===== src/hdl/panel_pkg.sv =====
// Purpose: Shared constants for the tape drive panel exerciser.
// Assumes: One 100 MHz system clock.
// Notes: Times are given in their own unit and converted to cycles here.
package panel_pkg;
  localparam int unsigned clk_mhz = 100;
  localparam int unsigned debounce_us = 5;
  localparam int unsigned debounce_cycles = debounce_us * clk_mhz;
  localparam int unsigned bit_ns = 1000;
  localparam int unsigned bit_cycles = bit_ns * clk_mhz / 1000;
  localparam logic [7:0] test_pattern = 8'haa;
  localparam logic [3:0] bits_per_byte = 4'h8;
  localparam logic [2:0] rom_count = 3'h6;
  localparam logic [7:0] rom_words = 8'hff;
  localparam logic [15:0] reset_vector_hi = 16'hfffe;
  localparam logic [15:0] reset_vector_lo = 16'hffff;
  localparam logic [15:0] break_address = 16'hfffd;
  localparam logic [7:0] break_data = 8'h00;
  localparam logic [15:0] relocate_dest = 16'h0000;
  localparam logic [7:0] relocate_len = 8'h40;
  typedef enum logic [2:0] {
    fn_idle = 3'b000,
    fn_advance = 3'b001,
    fn_backup = 3'b010,
    fn_fast_return = 3'b011,
    fn_write = 3'b100,
    fn_read = 3'b101
  } func_e;
  typedef enum logic [2:0] {
    cpu_vec_hi = 3'b000,
    cpu_vec_lo = 3'b001,
    cpu_relocate = 3'b010,
    cpu_break = 3'b011,
    cpu_wait = 3'b100,
    cpu_sum = 3'b101,
    cpu_show = 3'b110
  } cpu_e;
endpackage


===== src/hdl/tape_drive_panel_exerciser.sv =====
// Purpose: Front-panel exerciser and ROM checksum sequencer for a cartridge tape drive.
// Assumes: Single clock, synchronous active-high reset, memories reached by simple ports.
// Notes: Memory reads return data in the same cycle the address is presented.
`timescale 1ns/1ps
module tape_drive_panel_exerciser
  import panel_pkg::*;
(
  // Clock and reset.
  input wire logic sys_clk,
  input wire logic reset,
  // Front-panel keys, active high when pressed.
  input wire logic host_control_key,
  input wire logic advance_key,
  input wire logic backup_key,
  input wire logic fast_return_key,
  input wire logic pattern_write_key,
  input wire logic pattern_read_key,
  // Transport sensors.
  input wire logic cartridge_present,
  input wire logic end_of_tape,
  input wire logic beginning_of_tape,
  input wire logic read_clock_in,
  input wire logic read_data_in,
  // Motor and head controls.
  output logic motor_run_n,
  output logic forward_n,
  output logic fast_speed,
  output logic write_enable,
  output logic write_clock,
  output logic write_data,
  output logic read_window_flag,
  output logic [7:0] read_byte,
  output logic read_byte_valid,
  // Test controls.
  input wire logic start_key,
  input wire logic fixture_mem_enable,
  output logic fixture_mapped,
  // Memory port and displayed bus.
  output logic [15:0] mem_addr,
  input wire logic [7:0] mem_rdata,
  output logic mem_write,
  output logic [7:0] mem_wdata,
  output logic [15:0] addr_display,
  output logic [7:0] data_display,
  output logic bus_halted_indicator,
  output logic address_match_halt
);

  // All state of the block, registered as one word.
  typedef struct packed {
    logic [10:0] sync1;
    logic [10:0] sync2;
    logic [10:0] level;
    logic [10:0] prev;
    logic [175:0] count;
    func_e func;
    logic held;
    logic [7:0] shift;
    logic [3:0] bit_idx;
    logic [15:0] bit_timer;
    logic [1:0] cart_sync;
    logic [1:0] rdat_sync;
    logic [7:0] rshift;
    logic [3:0] rbits;
    cpu_e cpu;
    logic [15:0] pc;
    logic [7:0] idx;
    logic [7:0] sum;
    logic [2:0] rom;
    logic [15:0] start_vec;
    logic first_run;
    logic rd_pending;
    logic motor_run_n;
    logic forward_n;
    logic fast_speed;
    logic write_enable;
    logic write_clock;
    logic write_data;
    logic read_window_flag;
    logic [7:0] read_byte;
    logic read_byte_valid;
    logic fixture_mapped;
    logic [15:0] mem_addr;
    logic mem_write;
    logic [7:0] mem_wdata;
    logic [15:0] addr_display;
    logic [7:0] data_display;
    logic bus_halted_indicator;
    logic address_match_halt;
  } state_s;

  state_s r;
  state_s next_r;
  logic [10:0] pins;

  // Base address of each onboard ROM in checksum order.
  function automatic logic [15:0] rom_base(input logic [2:0] n);
    case (n)
      3'h0: rom_base = 16'h0800;
      3'h1: rom_base = 16'h0c00;
      3'h2: rom_base = 16'h1000;
      3'h3: rom_base = 16'h1400;
      3'h4: rom_base = 16'h1800;
      default: rom_base = 16'h1c00;
    endcase
  endfunction

  // Rising edge of a debounced key.
  function automatic logic pressed(input state_s s, input int k);
    pressed = s.level[k] & ~s.prev[k];
  endfunction

  assign pins = {read_clock_in, start_key, fixture_mem_enable, pattern_read_key,
                 pattern_write_key, fast_return_key, backup_key, advance_key,
                 host_control_key, end_of_tape, beginning_of_tape};

  // Next-state logic for the whole block.
  always_comb begin
    logic [15:0] cnt;
    logic want_run;
    logic any_key;
    func_e key_fn;
    cnt = 16'h0000;
    want_run = 1'b0;
    any_key = 1'b0;
    key_fn = fn_idle;
    next_r = r;
    next_r.sync1 = pins;
    next_r.sync2 = r.sync1;
    next_r.cart_sync = {r.cart_sync[0], cartridge_present}; // Two flops before use.
    next_r.rdat_sync = {r.rdat_sync[0], read_data_in}; // Two flops before use.
    next_r.prev = r.level;
    next_r.read_byte_valid = 1'b0;
    next_r.mem_write = 1'b0;
    // Keys and limit sensors settle before use; the read clock only passes the sync.
    for (int k = 0; k < 11; k++) begin
      cnt = r.count[k*16 +: 16];
      if (k == 10) begin
        next_r.level[k] = r.sync2[k];
      end else if (r.sync2[k] == r.level[k]) begin
        cnt = 16'h0000;
      end else if (cnt == 16'(debounce_cycles - 1)) begin
        next_r.level[k] = r.sync2[k];
        cnt = 16'h0000;
      end else begin
        cnt = cnt + 16'h0001;
      end
      next_r.count[k*16 +: 16] = cnt;
    end
    // Pick the newly pressed function key.
    if (pressed(r, 3)) begin
      key_fn = fn_advance;
    end else if (pressed(r, 4)) begin
      key_fn = fn_backup;
    end else if (pressed(r, 5)) begin
      key_fn = fn_fast_return;
    end else if (pressed(r, 6)) begin
      key_fn = fn_write;
    end else if (pressed(r, 7)) begin
      key_fn = fn_read;
    end
    any_key = key_fn != fn_idle;
    if (pressed(r, 2)) begin
      next_r.func = fn_idle;
    end else if (any_key) begin
      next_r.func = key_fn;
      next_r.held = r.level[2];
      next_r.shift = test_pattern;
      next_r.bit_idx = 4'h0;
    end else if (r.held && !r.level[2]) begin
      next_r.func = fn_idle;
    end else if (r.held) begin
      case (r.func)
        fn_advance: if (!r.level[3]) next_r.func = fn_idle;
        fn_backup: if (!r.level[4]) next_r.func = fn_idle;
        fn_fast_return: if (!r.level[5]) next_r.func = fn_idle;
        fn_write: if (!r.level[6]) next_r.func = fn_idle;
        fn_read: if (!r.level[7]) next_r.func = fn_idle;
        default: next_r.func = fn_idle;
      endcase
    end
    // Tape limits end motion on their own.
    if ((r.func == fn_advance || r.func == fn_write || r.func == fn_read) && r.level[1]) begin
      next_r.func = fn_idle;
    end
    if ((r.func == fn_backup || r.func == fn_fast_return) && r.level[0]) begin
      next_r.func = fn_idle;
    end
    // Motor outputs, active low run and forward.
    case (r.func)
      fn_advance: want_run = r.cart_sync[1];
      fn_backup: want_run = r.cart_sync[1];
      fn_fast_return: want_run = r.cart_sync[1];
      fn_write: want_run = 1'b1;
      fn_read: want_run = r.cart_sync[1];
      default: want_run = 1'b0;
    endcase
    next_r.motor_run_n = ~want_run;
    next_r.forward_n = ~(want_run && r.func != fn_backup && r.func != fn_fast_return);
    next_r.fast_speed = want_run && r.func == fn_fast_return;
    next_r.write_enable = r.func == fn_write;
    // Serialiser: one clock pulse per bit, eight per byte, pattern repeats.
    if (r.func == fn_write) begin
      if (r.bit_timer == 16'(bit_cycles - 1)) begin
        next_r.bit_timer = 16'h0000;
        next_r.write_clock = 1'b1;
        next_r.write_data = r.shift[7];
        if (r.bit_idx == bits_per_byte - 4'h1) begin
          next_r.bit_idx = 4'h0;
          next_r.shift = test_pattern;
        end else begin
          next_r.bit_idx = r.bit_idx + 4'h1;
          next_r.shift = {r.shift[6:0], 1'b0};
        end
      end else begin
        next_r.bit_timer = r.bit_timer + 16'h0001;
        if (r.bit_timer == 16'(bit_cycles / 2)) next_r.write_clock = 1'b0;
      end
    end else begin
      next_r.bit_timer = 16'h0000;
      next_r.write_clock = 1'b0;
      next_r.write_data = 1'b0;
    end
    // Read recovery on the rising read clock.
    next_r.read_window_flag = r.func == fn_read && r.cart_sync[1];
    if (r.read_window_flag && r.level[10] && !r.prev[10]) begin
      next_r.rshift = {r.rshift[6:0], r.rdat_sync[1]};
      if (r.rbits == bits_per_byte - 4'h1) begin
        next_r.rbits = 4'h0;
        next_r.read_byte = {r.rshift[6:0], r.rdat_sync[1]};
        next_r.read_byte_valid = 1'b1;
      end else begin
        next_r.rbits = r.rbits + 4'h1;
      end
    end else if (!r.read_window_flag) begin
      next_r.rbits = 4'h0;
    end
    // Fixture memory mapping follows its enable.
    next_r.fixture_mapped = r.level[8];
    // Test processor sequence.
    next_r.rd_pending = 1'b0;
    case (r.cpu)
      cpu_vec_hi: begin
        next_r.mem_addr = reset_vector_hi;
        next_r.rd_pending = 1'b1;
        if (r.rd_pending) begin
          next_r.start_vec[15:8] = mem_rdata;
          next_r.mem_addr = reset_vector_lo;
          next_r.cpu = cpu_vec_lo;
        end
      end
      cpu_vec_lo: begin
        next_r.rd_pending = 1'b1;
        if (r.rd_pending) begin
          next_r.start_vec[7:0] = mem_rdata;
          next_r.pc = {r.start_vec[15:8], mem_rdata};
          next_r.mem_addr = {r.start_vec[15:8], mem_rdata};
          next_r.idx = 8'h00;
          next_r.cpu = cpu_relocate;
        end
      end
      cpu_relocate: begin
        next_r.rd_pending = ~r.rd_pending;
        if (r.rd_pending) begin
          next_r.mem_addr = relocate_dest + 16'(r.idx);
          next_r.mem_wdata = mem_rdata;
          next_r.mem_write = 1'b1;
          next_r.idx = r.idx + 8'h01;
          if (r.idx == relocate_len - 8'h01) next_r.cpu = cpu_break;
        end else begin
          next_r.mem_addr = r.pc + 16'(r.idx);
        end
      end
      cpu_break: begin
        next_r.mem_addr = break_address;
        next_r.addr_display = break_address;
        next_r.data_display = break_data;
        next_r.address_match_halt = 1'b1;
        next_r.bus_halted_indicator = 1'b1;
        next_r.cpu = cpu_wait;
      end
      cpu_wait: begin
        if (pressed(r, 9) && !r.level[8]) begin
          if (!r.first_run) begin
            next_r.rom = (r.rom == rom_count - 3'h1) ? 3'h0 : r.rom + 3'h1;
          end
          next_r.first_run = 1'b0;
          next_r.idx = 8'h00;
          next_r.sum = 8'h00;
          next_r.bus_halted_indicator = 1'b0;
          next_r.address_match_halt = 1'b0;
          next_r.cpu = cpu_sum;
        end
      end
      cpu_sum: begin
        next_r.rd_pending = ~r.rd_pending;
        if (r.rd_pending) begin
          next_r.sum = r.sum + mem_rdata;
          next_r.idx = r.idx + 8'h01;
          if (r.idx == rom_words) next_r.cpu = cpu_show;
        end else begin
          next_r.mem_addr = rom_base(r.rom) + 16'(r.idx);
        end
      end
      cpu_show: begin
        next_r.addr_display = rom_base(r.rom);
        next_r.data_display = r.sum;
        next_r.bus_halted_indicator = 1'b1;
        next_r.cpu = cpu_wait;
      end
      default: next_r.cpu = cpu_vec_hi;
    endcase
  end

  // State register.
  always_ff @(posedge sys_clk) begin
    if (reset) begin
      r <= '0;
      r.motor_run_n <= 1'b1;
      r.forward_n <= 1'b1;
      r.first_run <= 1'b1;
      r.func <= fn_idle;
      r.cpu <= cpu_vec_hi;
    end else begin
      r <= next_r;
    end
  end

  // Outputs straight from the state register.
  assign motor_run_n = r.motor_run_n;
  assign forward_n = r.forward_n;
  assign fast_speed = r.fast_speed;
  assign write_enable = r.write_enable;
  assign write_clock = r.write_clock;
  assign write_data = r.write_data;
  assign read_window_flag = r.read_window_flag;
  assign read_byte = r.read_byte;
  assign read_byte_valid = r.read_byte_valid;
  assign fixture_mapped = r.fixture_mapped;
  assign mem_addr = r.mem_addr;
  assign mem_write = r.mem_write;
  assign mem_wdata = r.mem_wdata;
  assign addr_display = r.addr_display;
  assign data_display = r.data_display;
  assign bus_halted_indicator = r.bus_halted_indicator;
  assign address_match_halt = r.address_match_halt;
endmodule


===== config.mk =====
export PLATFORM = sky130hd
export DESIGN_NAME = tape_drive_panel_exerciser
export DESIGN_NICKNAME = d
export VERILOG_FILES = /design/src/hdl/panel_pkg.sv /design/src/hdl/tape_drive_panel_exerciser.sv
export SDC_FILE = /design/constraint.sdc
export NUM_CORES = 1
export LEC_CHECK = 0
export BUFFER_PORTS_ARGS = -buffer_cell sky130_fd_sc_hd__buf_4
export CORE_MARGIN = 5
export CORE_UTILIZATION = 41
export CTS_CLUSTER_SIZE = 8
export DETAILED_ROUTE_END_ITERATION = 8
export SLEW_MARGIN = 20
export SYNTH_ARGS = -nofsm -noshare
export SYNTH_HDL_FRONTEND = slang
export SYNTH_SLANG_ARGS = --single-unit

===== constraint.sdc =====
create_clock -name sys_clk -period 2.7 [get_ports sys_clk]
set_input_delay 0.27 -clock sys_clk [delete_from_list [all_inputs] [get_ports sys_clk]]
set_output_delay 0.27 -clock sys_clk [all_outputs]
set_load 0.05 [all_outputs]

==> results, run 1 <==
- The run finished with clean final reports.
- Clock skew on the completed layout was measured at 0.01647 ns.
- The commonest non-fill, non-tap cell in the layout is dfxtp_1.
- The final weighted congestion in routability-driven placement is 0.8688.
- The number of antenna diodes in the final layout is 0.
- The final core utilization is 47.65%.
- The count of buffers inserted at the top-level ports is 89.
- The maximum clock insertion buffer count is 3.
- The HPWL after detailed placement is 23.39 mm.
- The max-slew headroom at the worst pin is 54.33%.
- For the pin with the worst max-slew slack, the measured transition is 0.6842 ns.
- Synthesis produced a netlist with a net count of 1906.
- The H-tree was split into 2 levels.
- After floorplanning, the core was divided into 71 placement rows.
- At the worst endpoint, the arrival time is 2.75 ns.
- Pin placement for this block handled 91 I/O pins.
- The core region is 0.03776 mm².
- Synthesis inferred 352 register bits.
- The cell count after synthesis came out at 1850.
- In the final layout, the share of cells above drive strength 1 is 9.984%.
- Leaving out fill and tap cells, the most frequent cells in the layout are 352 x dfxtp_1, 300 x nor2_1, 187 x nand2_1.
- For the worst-skew pair, the clock arrives at the later sink with an insertion delay of 0.55 ns.
- The period utilization is 85.12%.
- The floorplan die height is 205.9 µm.
- The total global routing track utilization is 16.36%.
- The clock tree from TritonCTS is built.
- The number of setup violations in the final report is 0.
- Of the synthesized area, sequential elements account for 44.79%.
- In the routed design, unresolved DRC markers number 0.
- For this block, the initial DRC count from the detailed router was 765.
- After clock tree synthesis, the setup repair step added 0 buffers.
- Setup repair after global routing left no endpoint under its margin.
- The data required time of the worst path is 3.15 ns.
- The non-filler instance count after layout is 2424.
- The leakage power of the design is 6.475 nW.
- The master of the slowest instance on the critical path is dfxtp_1.
- STA classifies the critical path startpoint as a flip-flop.
- The via count is 12470.
- The worst setup path is captured at a flip-flop.
- The sum of negative setup slack is 0 ns.
- The dominant synthesized flop cell is dfxtp_1.
- The max-cap violation count is 0.
- The achievable frequency is 435.1 MHz.
- Compared with the post-synthesis result, the final layout area differs by 14.33%.
- The share of total power dissipated in the clock network is 46.7%.
- Combinational logic is responsible for 6.9% of the overall power.
- The top fanout value on the critical path is 5.
- The number of nets at the end of the flow is 1967.
- The count of flip-flops with a built-in enable after synthesis is 0.
- The width of the die is 205.9 µm.
- In this run switching power makes up 23.53% of total power.
- The clock transition time at the flip-flop clock pins of the worst setup and hold paths is 0.05 ns.
- The detailed-routing iteration count for the pre-antenna-repair pass is 6.
- The total power density per cell area is 645.7 mW/mm².
- Of all flip-flops after synthesis, the portion carrying an async set or reset was 0%.
- The cell taking the most area after synthesis is dfxtp_1.
- The root buffer selected by CTS is clkbuf_16.
- The net switching power is 2.734 mW.
- Averaged over all synthesized cells, the footprint is 8.505 µm².
- The sum of overflow across all layers after global routing is 0.
- The number of cells after detailed placement is 2356.
- The die covers 0.04239 mm².
- The critical setup path kind is flip-flop to flip-flop.
- The global-route wire length before repair is 58.79 mm.
- The wire length after detailed routing is 34.73 mm.
- The detail route stage leaves a number of antenna-violating nets equal to 0.
- The final-report hold violation count is 0.
- The average wire per standard cell is 14.33 µm.
- The top-area cell type share of the netlist area is 44.79%.
- The via count of the first global-routing pass is 12160.
- In this run the worst hold path is classified as input port to flip-flop.
- The highest cell delay on the worst timing path is 0.42 ns.
- The clock sink total is 352.
- Yosys mapped the design onto 68 distinct sky130hd cell types.
- For the finished layout, the period the worst path requires is 2.298 ns.
- The layout filler cell count is 3675.
- The final total power is 11.62 mW.
- After detailed routing, the number of vias per cell comes to 5.143.
- The relative contribution of sequential cells to total power is 46.4%.
- The maximum number of pins on one net before global-route repair is 113.
- The worst IR drop on VDD is 414.6 µV.
- TritonCTS created 50 clock buffers.
- The signal on the critical path passes through ha_1 > inv_1 > fa_1 > nand2b_1 > a211oi_1 > buf_4 > o211ai_1 > xnor2_1 > a31o_2.
- The starting density of the core is 41.67%.
- Summing every instance area after synthesis gives 0.01573 mm².
- After synthesis, the cell types taking the most area are dfxtp_1 45%, nor2_1 7.2%, xnor2_1 5.6%.
- The number of antenna violations at the first check in global routing is 0.
- Yosys printed 0 warnings.
- The max-slew violation total from the final report is 0.
- The total internal power is 8.882 mW.
[sequential cells by signal, indices dropped and copies added, names as in the netlist, 4 cells and up]
| signal | flops |
|---|---|
| r | 272 |
| next_r | 25 |
| mem_addr | 16 |
| data_display | 8 |
| mem_wdata | 8 |
| read_byte | 8 |
| addr_display | 4 |
[per-layer routing]
metal  global-route usage, %  routed length (µm)  share of wire (%)  vias to the layer above
met4                   4.491                 747                2.2                        0
met2                   27.07               15700                 45                      236
met5                       0                   0                  0                        -
met1                   21.89               16560                 48                     5800
met3                   3.279                1720                5.0                       67
li1                        -                   -                  -                     6363
[critical path: cells and delay by family (launching register included)]
family / cells / cell delay (ns)
AOI/OAI and AO/OA: 3 / 0.59
xor gates and xnor gates: 1 / 0.15
adders and majority gates: 2 / 0.60
buffers and inverters: 2 / 0.25
DFF: 1 / 0.42
and+or+nand+nor: 1 / 0.18
[power by group through the flow]
| stage | Sequential (mW) | Clock, mW | Combinational [mW] |
|---|---|---|---|
| 2_1_floorplan | 5.46 | 0 | 0.612 |
| 3_3_place_gp | 5.49 | 0 | 0.785 |
| 3_5_place_dp | 5.49 | 0 | 0.786 |
| 4_1_cts | 5.39 | 5.61 | 0.806 |
| 5_1_grt | 5.40 | 5.80 | 0.869 |
| 6_report | 5.39 | 5.42 | 0.802 |
[cell families after synthesis]
group	Yosys count	share of synthesized area, %
buffers and inverters	158	5.360
AND/OR/NAND/NOR	851	25.88
flip-flops	352	44.79
adder cells (fa/ha/maj)	33	2.720
XOR/XNOR	182	10.13
other	1	0.02383
multiplexers	25	1.606
AO/OA/AOI/OAI	248	9.495
[cells in the mapped netlist (all sizes together), types with 12 or more instances]
| library cell | count |
|---|---|
| nand4 | 45 |
| mux2i | 23 |
| nor3 | 40 |
| nand3 | 87 |
| buf | 84 |
| nand2b | 13 |
| and4 | 14 |
| ha | 31 |
| o21ai | 54 |
| inv | 40 |
| nor4 | 20 |
| xor2 | 81 |
| nand2 | 187 |
| and3 | 41 |
| xnor2 | 101 |
| a21oi | 108 |
| dfxtp | 352 |
| clkbuf | 34 |
| o2111ai | 12 |
| nor2 | 301 |
| nor2b | 45 |
[repair_timing]
item	4_1_cts	5_1_grt
hold buffers	14	0
gates resized for setup	0	0
hold endpoints to repair	14	0
[worst paths after layout]
path                 from  cells past startpoint  slack, ns            to
max                 r[97]                      9       0.40  mem_addr[12]
min          mem_rdata[4]                      3       0.04         r[82]
max reg2reg         r[97]                      9       0.40  mem_addr[12]
min reg2reg   next_r[373]                      1       0.44        r[373]
[final cells by class]
| class | count | area [µm²] | share of cell area [%] |
|---|---|---|---|
| Tap cell | 511 | 639.4 | 3.554 |
| Clock buffer | 52 | 1290 | 7.171 |
| Clock inverter | 2 | 17.52 | 0.09738 |
| Sequential cell | 352 | 7047 | 39.17 |
| Timing Repair Buffer | 127 | 1001 | 5.564 |
| Multi-Input combinational cell | 1340 | 7844 | 43.60 |
| Inverter | 40 | 150.1 | 0.8347 |
[stage by stage]
step	setup WS [ns]	hold slack [ns]	instance area, µm²
finish	0.4016	0.03525	17990
global route	0.2956	0.02413	17990
CTS	0.4017	0.01195	17990
detailed placement	0.3975	0.4276	16540
global placement	0.4963	0.4254	16540
floorplan	0.5354	0.3982	15730
(Power assumes the default switching activity.)
==> inputs of run 2 (changes only) <==
Settings changed: ABC_AREA set to 1.
==> run 2 against run 1 <==
Compared with the run above:
- critical path depth up 1
- via count up 14%
- flip-flop and latch count unchanged
- clock-buffer cell count down 1
- sequential power up 6.5%
- combinational power rose to 2.6 times the previous value
- sequential share of layout area down 1.5 points
- routed wire length up 7.7%
- total power up 13%
- clock skew down 0.0060 ns
- critical path type unchanged
- largest cell class unchanged
- largest power group is now registers
- highest routed layer unchanged
==> results, run 2 <==
- The number of nets with antenna violations after detailed routing is 0.
- The max-slew headroom at the worst pin is 55.55%.
- Cells fill 46.93% of the core in the end.
- The clock sink total is 352.
- The leakage power of the design is 7.077 nW.
- After synthesis, the largest area contributor takes up 42.62% of total cell area.
- The class of the most critical hold timing path is input port to flip-flop.
- The flop and latch count out of synthesis is 352.
- The worst path needs 2.086 ns of the cycle, external delays included.
- The worst slack on hold paths is 0.04343 ns.
- Summed over all nets, the half-perimeter wirelength after detailed placement is 26.89 mm.
- The count of buffers added on input and output ports is 89.
- The dominant synthesized flop cell is dfxtp_1.
- In this run, post-CTS hold repair placed 12 buffers.
- In the layout the commonest cells are 416 x nand2_1, 352 x dfxtp_1, 331 x nor2_1.
- The worst IR drop on VDD is 755.7 µV.
- The number of setup violations in the final report is 0.
- Dividing the detail-routed wire length by the instance count gives 12.93 µm.
- The post-detailed-route via-to-cell ratio is 4.906.
- The number of clock buffers added by TritonCTS is 49.
- In the routed design, unresolved DRC markers number 0.
- The floorplan die height is 210.8 µm.
- The critical setup path kind is flip-flop to flip-flop.
- The register name with the most flops is r.
- The register with the most flip-flops in the layout has 272 of them.
- The launch point of the worst path is r[122].
- Sequential cells were found to cover 42.62% of the synthesized design area.
- The number of nets at the end of the flow is 2422.
- The count of flip-flops with a built-in enable after synthesis is 0.
- The via count is 14190.
- The top-level I/O count is 91.
- Entering global routing, the biggest net connects 52 pins.
- After clock tree synthesis, the clock-pin slew on the worst setup and hold paths is 0.05 ns.
- The clock share of power is 40.8%.
- The final-report hold violation count came to 0.
- The count of cells in the finished layout, fillers not included, comes to 2892.
- The data required time of the worst path is 3.10 ns.
- The number of distinct standard cells referenced by the synthesized netlist is 56.
- Synthesis produced a netlist whose cell count is 2304.
- The clock tree from TritonCTS is built.
- Setup repair after global routing left no endpoint under its margin.
- Measured along the x axis, the die boundary spans 210.8 µm.
- Global routing used 16.64% of the available tracks across all layers.
- Compared with the post-synthesis result, the final layout area differs by 13.04%.
- The root buffer selected by CTS is clkbuf_16.
- The run finished with clean final reports.
- The via count of the first global-routing pass is 13560.
- The clock insertion delay at the later pin of the skew report is 0.55 ns.
- The launching element type of the critical path is a flip-flop.
- The cell area after technology mapping is 0.01653 mm².
- Adding up every negative setup slack in the final design gives 0 ns.
- The floorplan has 73 rows.
- The tool flagged a number of max-cap violations equal to 0.
- Sequential cells account for 43.5% of the total power.
- The total power density per cell area is 705.1 mW/mm².
- The worst endpoint data arrival time is 2.49 ns.
- The area enclosed by the die boundary is 0.04444 mm².
- In this run the post-CTS setup repair buffer count came out at 0.
- The first detailed-routing pass took 5 iterations.
- In this run the critical register-to-register path is launched from r[122].
- The layout filler cell count is 4058.
- The transition at the pin with the smallest max-transition slack is 0.6649 ns.
- The routed design has 37.40 mm of wire.
- Once placement completed, the tool counted placed cells totaling 2828.
- The final total power is 13.18 mW.
- The cell taking the most area after synthesis is dfxtp_1.
- After synthesis, the cell types taking the most area are dfxtp_1 43%, nand2_1 9.4%, nor2_1 7.5%.
- Along the worst path, the maximum fanout reaches 11.
- Routability-driven placement finished with a final weighted congestion of 0.8735.
- The commonest cells after synthesis are 416 x nand2_1, 352 x dfxtp_1, 331 x nor2_1, 295 x inv_1, 201 x a21oi_1.
- The sum of overflow across all layers after global routing is 0.
- The total number of yosys warnings is 0.
- The cell with the most instances after synthesis is nand2_1.
- For this configuration, the core starts out at a cell density of 41.52%.
- The internal portion of the total power is 9.365 mW.
- The number of instances resized during post-cts repair is 0.
- After layout, the worst path uses 77.26% of the clock period.
- In the final layout, the share of cells above drive strength 1 is 10.31%.
- The clock passes through at most 3 buffers.
- Across the routed clock network, the largest skew measured is 0.01044 ns.
- The repair_antennas step left the layout with diodes totalling 0.
- The area of the core is 0.03982 mm².
- The H-tree was split into 2 levels.
- The start point of the worst hold path is mem_rdata[3].
- The max-slew violation total from the final report was 0.
- The number of antenna violations at the first check in global routing came to 0.
- The mean instance size in the synthesized netlist is 7.176 µm².
- The net count after synthesis is 2360.
- The global-route wire length before repair is 63.56 mm.
- Counting flops with an async set or reset pin after synthesis yields a share of 0%.
- The part of the power in combinational logic is 15.7%.
- Leaving out fill and tap cells, the most frequent cell in the layout is nand2_1.
- The achievable frequency is 479.4 MHz.
- The worst setup path is captured at a flip-flop.
- The proportion of total power due to net switching is 28.93%.
- The net switching power is 3.812 mW.
- After the first detailed-routing iteration, the DRC count stood at 757.
run 2: changes by cell type in the layout (fill, tap and decap cells not counted), sizes merged, moves of 16 or more:
cell	delta
inv	+277
nand2	+235
a21oi	+95
xnor2	-87
o21ai	+73
xor2	-49
nor2	+48
nor3	+48
nor2b	-45
nand3	+44
and3	-38
mux2i	-23
nor3b	+16
run 2: stage by stage:
stage / setup WS, ns / area (µm²)
floorplan: 0.8864 / 16530
global placement: 0.7264 / 17280
detailed placement: 0.6489 / 17280
CTS: 0.6179 / 18690
global route: 0.4304 / 18690
finish: 0.6139 / 18690
run 2: kinds of logic (layout without fill, tap and decap cells):
family | after synthesis | in the layout | synth area share (%)
AO/OA/AOI/OAI | 361 | 361 | 11.54
XOR/XNOR | 46 | 46 | 2.482
AND/OR/NAND/NOR | 1093 | 1093 | 29.54
flip-flops | 352 | 352 | 42.62
other | 1 | 1 | 0.02268
buffers and inverters | 418 | 481 | 11.20
adder cells (fa/ha/maj) | 33 | 33 | 2.588
run 2: power groups by stage:
stage	clock network, mW	logic [mW]	registers [mW]
6_report	5.38	2.06	5.74
5_1_grt	5.76	2.24	5.77
4_1_cts	5.57	2.08	5.73
3_5_place_dp	0	2.05	5.83
3_3_place_gp	0	2.03	5.84
2_1_floorplan	0	1.77	5.73
run 2: final cells by class:
type                            instances  area [µm²]  area share (%)
Timing Repair Buffer                  111       863.3           4.619
Inverter                              318        1202           6.434
Clock inverter                          1       8.758         0.04686
Clock buffer                           51        1276           6.829
Tap cell                              525       656.9           3.515
Sequential cell                       352        7047           37.70
Multi-Input combinational cell       1534        7635           40.85
run 2: path summary, 6_finish.rpt:
kind                                endpoint  cells past startpoint  slack [ns]
worst min-delay path            mem_wdata[3]                      3        0.04
worst min register to register   next_r[369]                      2        0.40
worst max register to register        r[104]                     10        0.61
worst max-delay path                  r[104]                     10        0.61
run 2: layer usage:
layer,up-vias,global-route usage (%),part of all wire [%]
met5,-,0,0
met4,0,5.254,2.7
met3,66,2.584,3.7
met2,233,27.80,45
met1,6427,22.25,48
li1,7462,-,-
run 2: critical path, cell delays in order, from the launching register on:
cell     delay [ns]
dfxtp_1        0.45
inv_6          0.14
nand2_4        0.07
nor2_2         0.38
nand2_1        0.22
inv_1          0.11
a21oi_2        0.04
nand2_2        0.21
inv_1          0.16
nand2_1        0.09
a21oi_1        0.06
==> inputs of run 3 (changes only) <==
Clock period 2.7 ns to 1.9 ns, I/O delays scaled along.
==> run 3 against run 2 <==
Compared with the run above:
- via count increased by 0.91%
- highest routed layer unchanged
- cell area increased by 1.9%
- final cell count is 1.5% higher
- flip-flop and latch count did not move
- utilization rose by 0.88 points
- critical path depth increased by 1
- die area is the same
- non-clock buffer count increased by 42
- clock power is 40% higher
- fmax rose by 20%
- worst setup slack got worse by 0.45 ns
==> results, run 3 (synthesis gave the netlist of run 2 again) <==
- The run finished with clean final reports.
- The root buffer cell chosen for the clock tree is clkbuf_16.
- The non-filler instance count after layout is 2934.
- In the global route stage, overall resource usage came out at 16.52%.
- The final core utilization is 47.81%.
- The endpoint of the worst hold-timing path is next_r[377].
- In this run the tightest slew margin relative to its limit is 65.22%.
- The length in cells of the worst reg-to-reg path is 11.
- The maximum clock insertion buffer count is 3.
- The top-level I/O count is 91.
- Ranked by flip-flop count, first place goes to r.
- The worst IR drop on VDD is 905.7 µV.
- The capture point of the worst reg-to-reg path is mem_addr[8].
- The total power density per cell area is 984.1 mW/mm².
- The transition at the pin with the smallest max-transition slack is 0.5217 ns.
- The clock period could shrink to 1.736 ns.
- The number of setup violations in the final report is 0.
- In this run the tool buffered the top-level ports with 89 buffer cells.
- The number of nets at the end of the flow is 2464.
- The sum of negative setup slack is 0 ns.
- The area growth from synthesis to layout is 15.16%.
- The worst slack after detailed placement is 0.04354 ns.
- Data on the critical path is required at its endpoint by 2.40 ns.
- The final weighted congestion in routability-driven placement is 0.8780.
- For the worst setup path, the data arrival time is 2.24 ns.
- The HPWL after detailed placement is 27.13 mm.
- Summed over all layers, the routed wires come to 37.49 mm.
- Using the TritonRoute via totals, the vias-per-cell ratio works out to 4.880.
- The worst path uses 91.37% of the clock period.
- In this run, placement finished with an instance count of 2857.
- Across all hold checks on the routed design, the worst slack comes to 0.3828 ns.
- Static timing analysis puts the maximum clock frequency at 576.1 MHz.
- The maximum number of pins on one net before global-route repair is 41.
- The net switching power is 5.496 mW.
- For the worst-skew pair, the clock arrives at the later sink with an insertion delay of 0.57 ns.
- The routed layout has 14320 vias.
- The area enclosed by the die boundary is 0.04444 mm².
- The starting density of the core is 41.52%.
- TritonCTS built the clock tree.
- Leaving out fill and tap cells, the most frequent cell in the layout is nand2_1.
- The number of DRC violations after detailed-routing iteration 0 is 757.
- The number of buffers inserted during clock tree synthesis is 49.
- The relative contribution of sequential cells to total power is 43.4%.
- The layout filler cell count is 3940.
- Global routing finished with a remaining overflow of 0.
- Setup repair after global routing left no endpoint under its margin.
- The total DRC errors in the routed layout is 0.
- The number of nets with antenna violations after detailed routing is 0.
- The leakage power of the design is 7.281 nW.
- The share of cells above drive strength 1 is 11.71%.
- The final-report hold violation count was 0.
- STA classifies the critical path startpoint as a flip-flop.
- Leaving out fill and tap cells, the most frequent cells in the layout are 414 x nand2_1, 350 x dfxtp_1, 329 x nor2_1.
- The via count of the first global-routing pass is 13440.
- The clock sink total is 352.
- Of the total power, the share spent switching nets is 29.33%.
- The global-route wire length before repair is 62.70 mm.
- The setup clock skew after layout is 0.02320 ns.
- The average wire per standard cell is 12.78 µm.
- After clock tree synthesis, the clock-pin slew on the worst setup and hold paths is 0.06 ns.
- The width of the die is 210.8 µm.
- The reg-to-reg startpoint is r[97].
- The max-cap violation count is 0.
- Along the worst path, the maximum fanout reaches 6.
- The part of the power in combinational logic is 16.3%.
- In the post-route analysis, the smallest setup slack over all paths is 0.1641 ns.
- The register with the most flip-flops in the layout has 272 of them.
- The start point of the worst hold path is pattern_read_key.
- The number of levels the H-tree was split into is 2.
- In this run the standard cell core region covers 0.03982 mm².
- The total internal power is 13.24 mW.
- The setup path with the least slack is of type flip-flop to flip-flop.
- Row generation in the floorplan step produced 73 rows.
- The number of antenna violations at the first check in global routing is 0.
- For flop-to-flop paths, the worst setup slack is 0.16 ns.
- The path class of the tightest hold or removal check is input port to flip-flop.
- The clock share of power is 40.3%.
- The floorplan die height is 210.8 µm.
- The detailed-routing iteration count for the pre-antenna-repair pass is 5.
- The worst hold path was traced through 4 stages.
- The final antenna diode count is 0.
- STA classifies the critical path endpoint as a flip-flop.
- The max-slew violation total from the final report is 0.
## run 3: cell types whose count changed in the layout (fill, tap and decap cells not counted), sizes merged
| cell | delta |
|---|---|
| dlygate4sd3 | +13 |
| buf | +29 |
| clkinv | +2 |
| clkbuf | -2 |
## run 3: layer usage
metal | global-route usage (%) | vias to the layer above | part of all wire (%)
met5 | 0 | - | 0
met4 | 5.164 | 0 | 2.6
met3 | 2.837 | 76 | 4.2
met2 | 28.17 | 251 | 46
met1 | 21.45 | 6446 | 47
li1 | - | 7544 | -
## run 3: worst max path at each step
stage	from	end	slack (ns)	depth (start not counted)
final	r[97]	mem_addr[8]	0.16	11
after CTS	r[122]	addr_display[10]	0.05	6
after detailed placement	r[97]	mem_addr[8]	0.04	11
after floorplan	r[97]	mem_addr[8]	0.09	11
after global placement	r[121]	addr_display[10]	0.07	7
after global routing	r[97]	mem_addr[8]	0.004	11
## run 3: repair_timing
| item | in CTS | in global routing |
|---|---|---|
| hold buffers | 25 | 0 |
| setup endpoints to repair | 0 | 39 |
| hold endpoints to repair | 37 | 0 |
| setup buffers | 0 | 0 |
| resized for setup | 0 | 9 |
## run 3: layout make-up
| class | instances | area, µm² | share of cell area, % |
|---|---|---|---|
| multi-input combinational | 1534 | 7652 | 40.19 |
| sequential | 352 | 7049 | 37.02 |
| clock buffer | 49 | 1226 | 6.440 |
| timing repair buffer | 153 | 1211 | 6.361 |
| inverter | 318 | 1202 | 6.315 |
| tap | 525 | 656.9 | 3.450 |
| clock inverter | 3 | 41.29 | 0.2169 |
## run 3: power groups by stage
stage | Clock [mW] | Sequential [mW] | Combinational, mW
2_1_floorplan | 0 | 8.15 | 2.51
3_5_place_dp | 0 | 8.27 | 3.01
4_1_cts | 7.81 | 8.13 | 3.07
6_report | 7.55 | 8.13 | 3.05
5_1_grt | 8.10 | 8.18 | 3.32
3_3_place_gp | 0 | 8.27 | 2.98
## run 3: critical path: stages (launching register included)
cell     delay, ns
dfxtp_1       0.33
ha_1          0.19
inv_1         0.06
fa_2          0.35
inv_1         0.09
nand3_1       0.08
nand3_2       0.08
nand2_1       0.06
nand2_2       0.11
xor2_1        0.16
nand2_1       0.07
a21oi_1       0.11
## run 3: metrics by stage
step / power, mW / area (µm²)
after global placement: 11.25 / 17500
after CTS: 19.01 / 19020
after detailed placement: 11.28 / 17500
final: 18.74 / 19040
after global routing: 19.60 / 19040
after floorplan: 10.66 / 16530
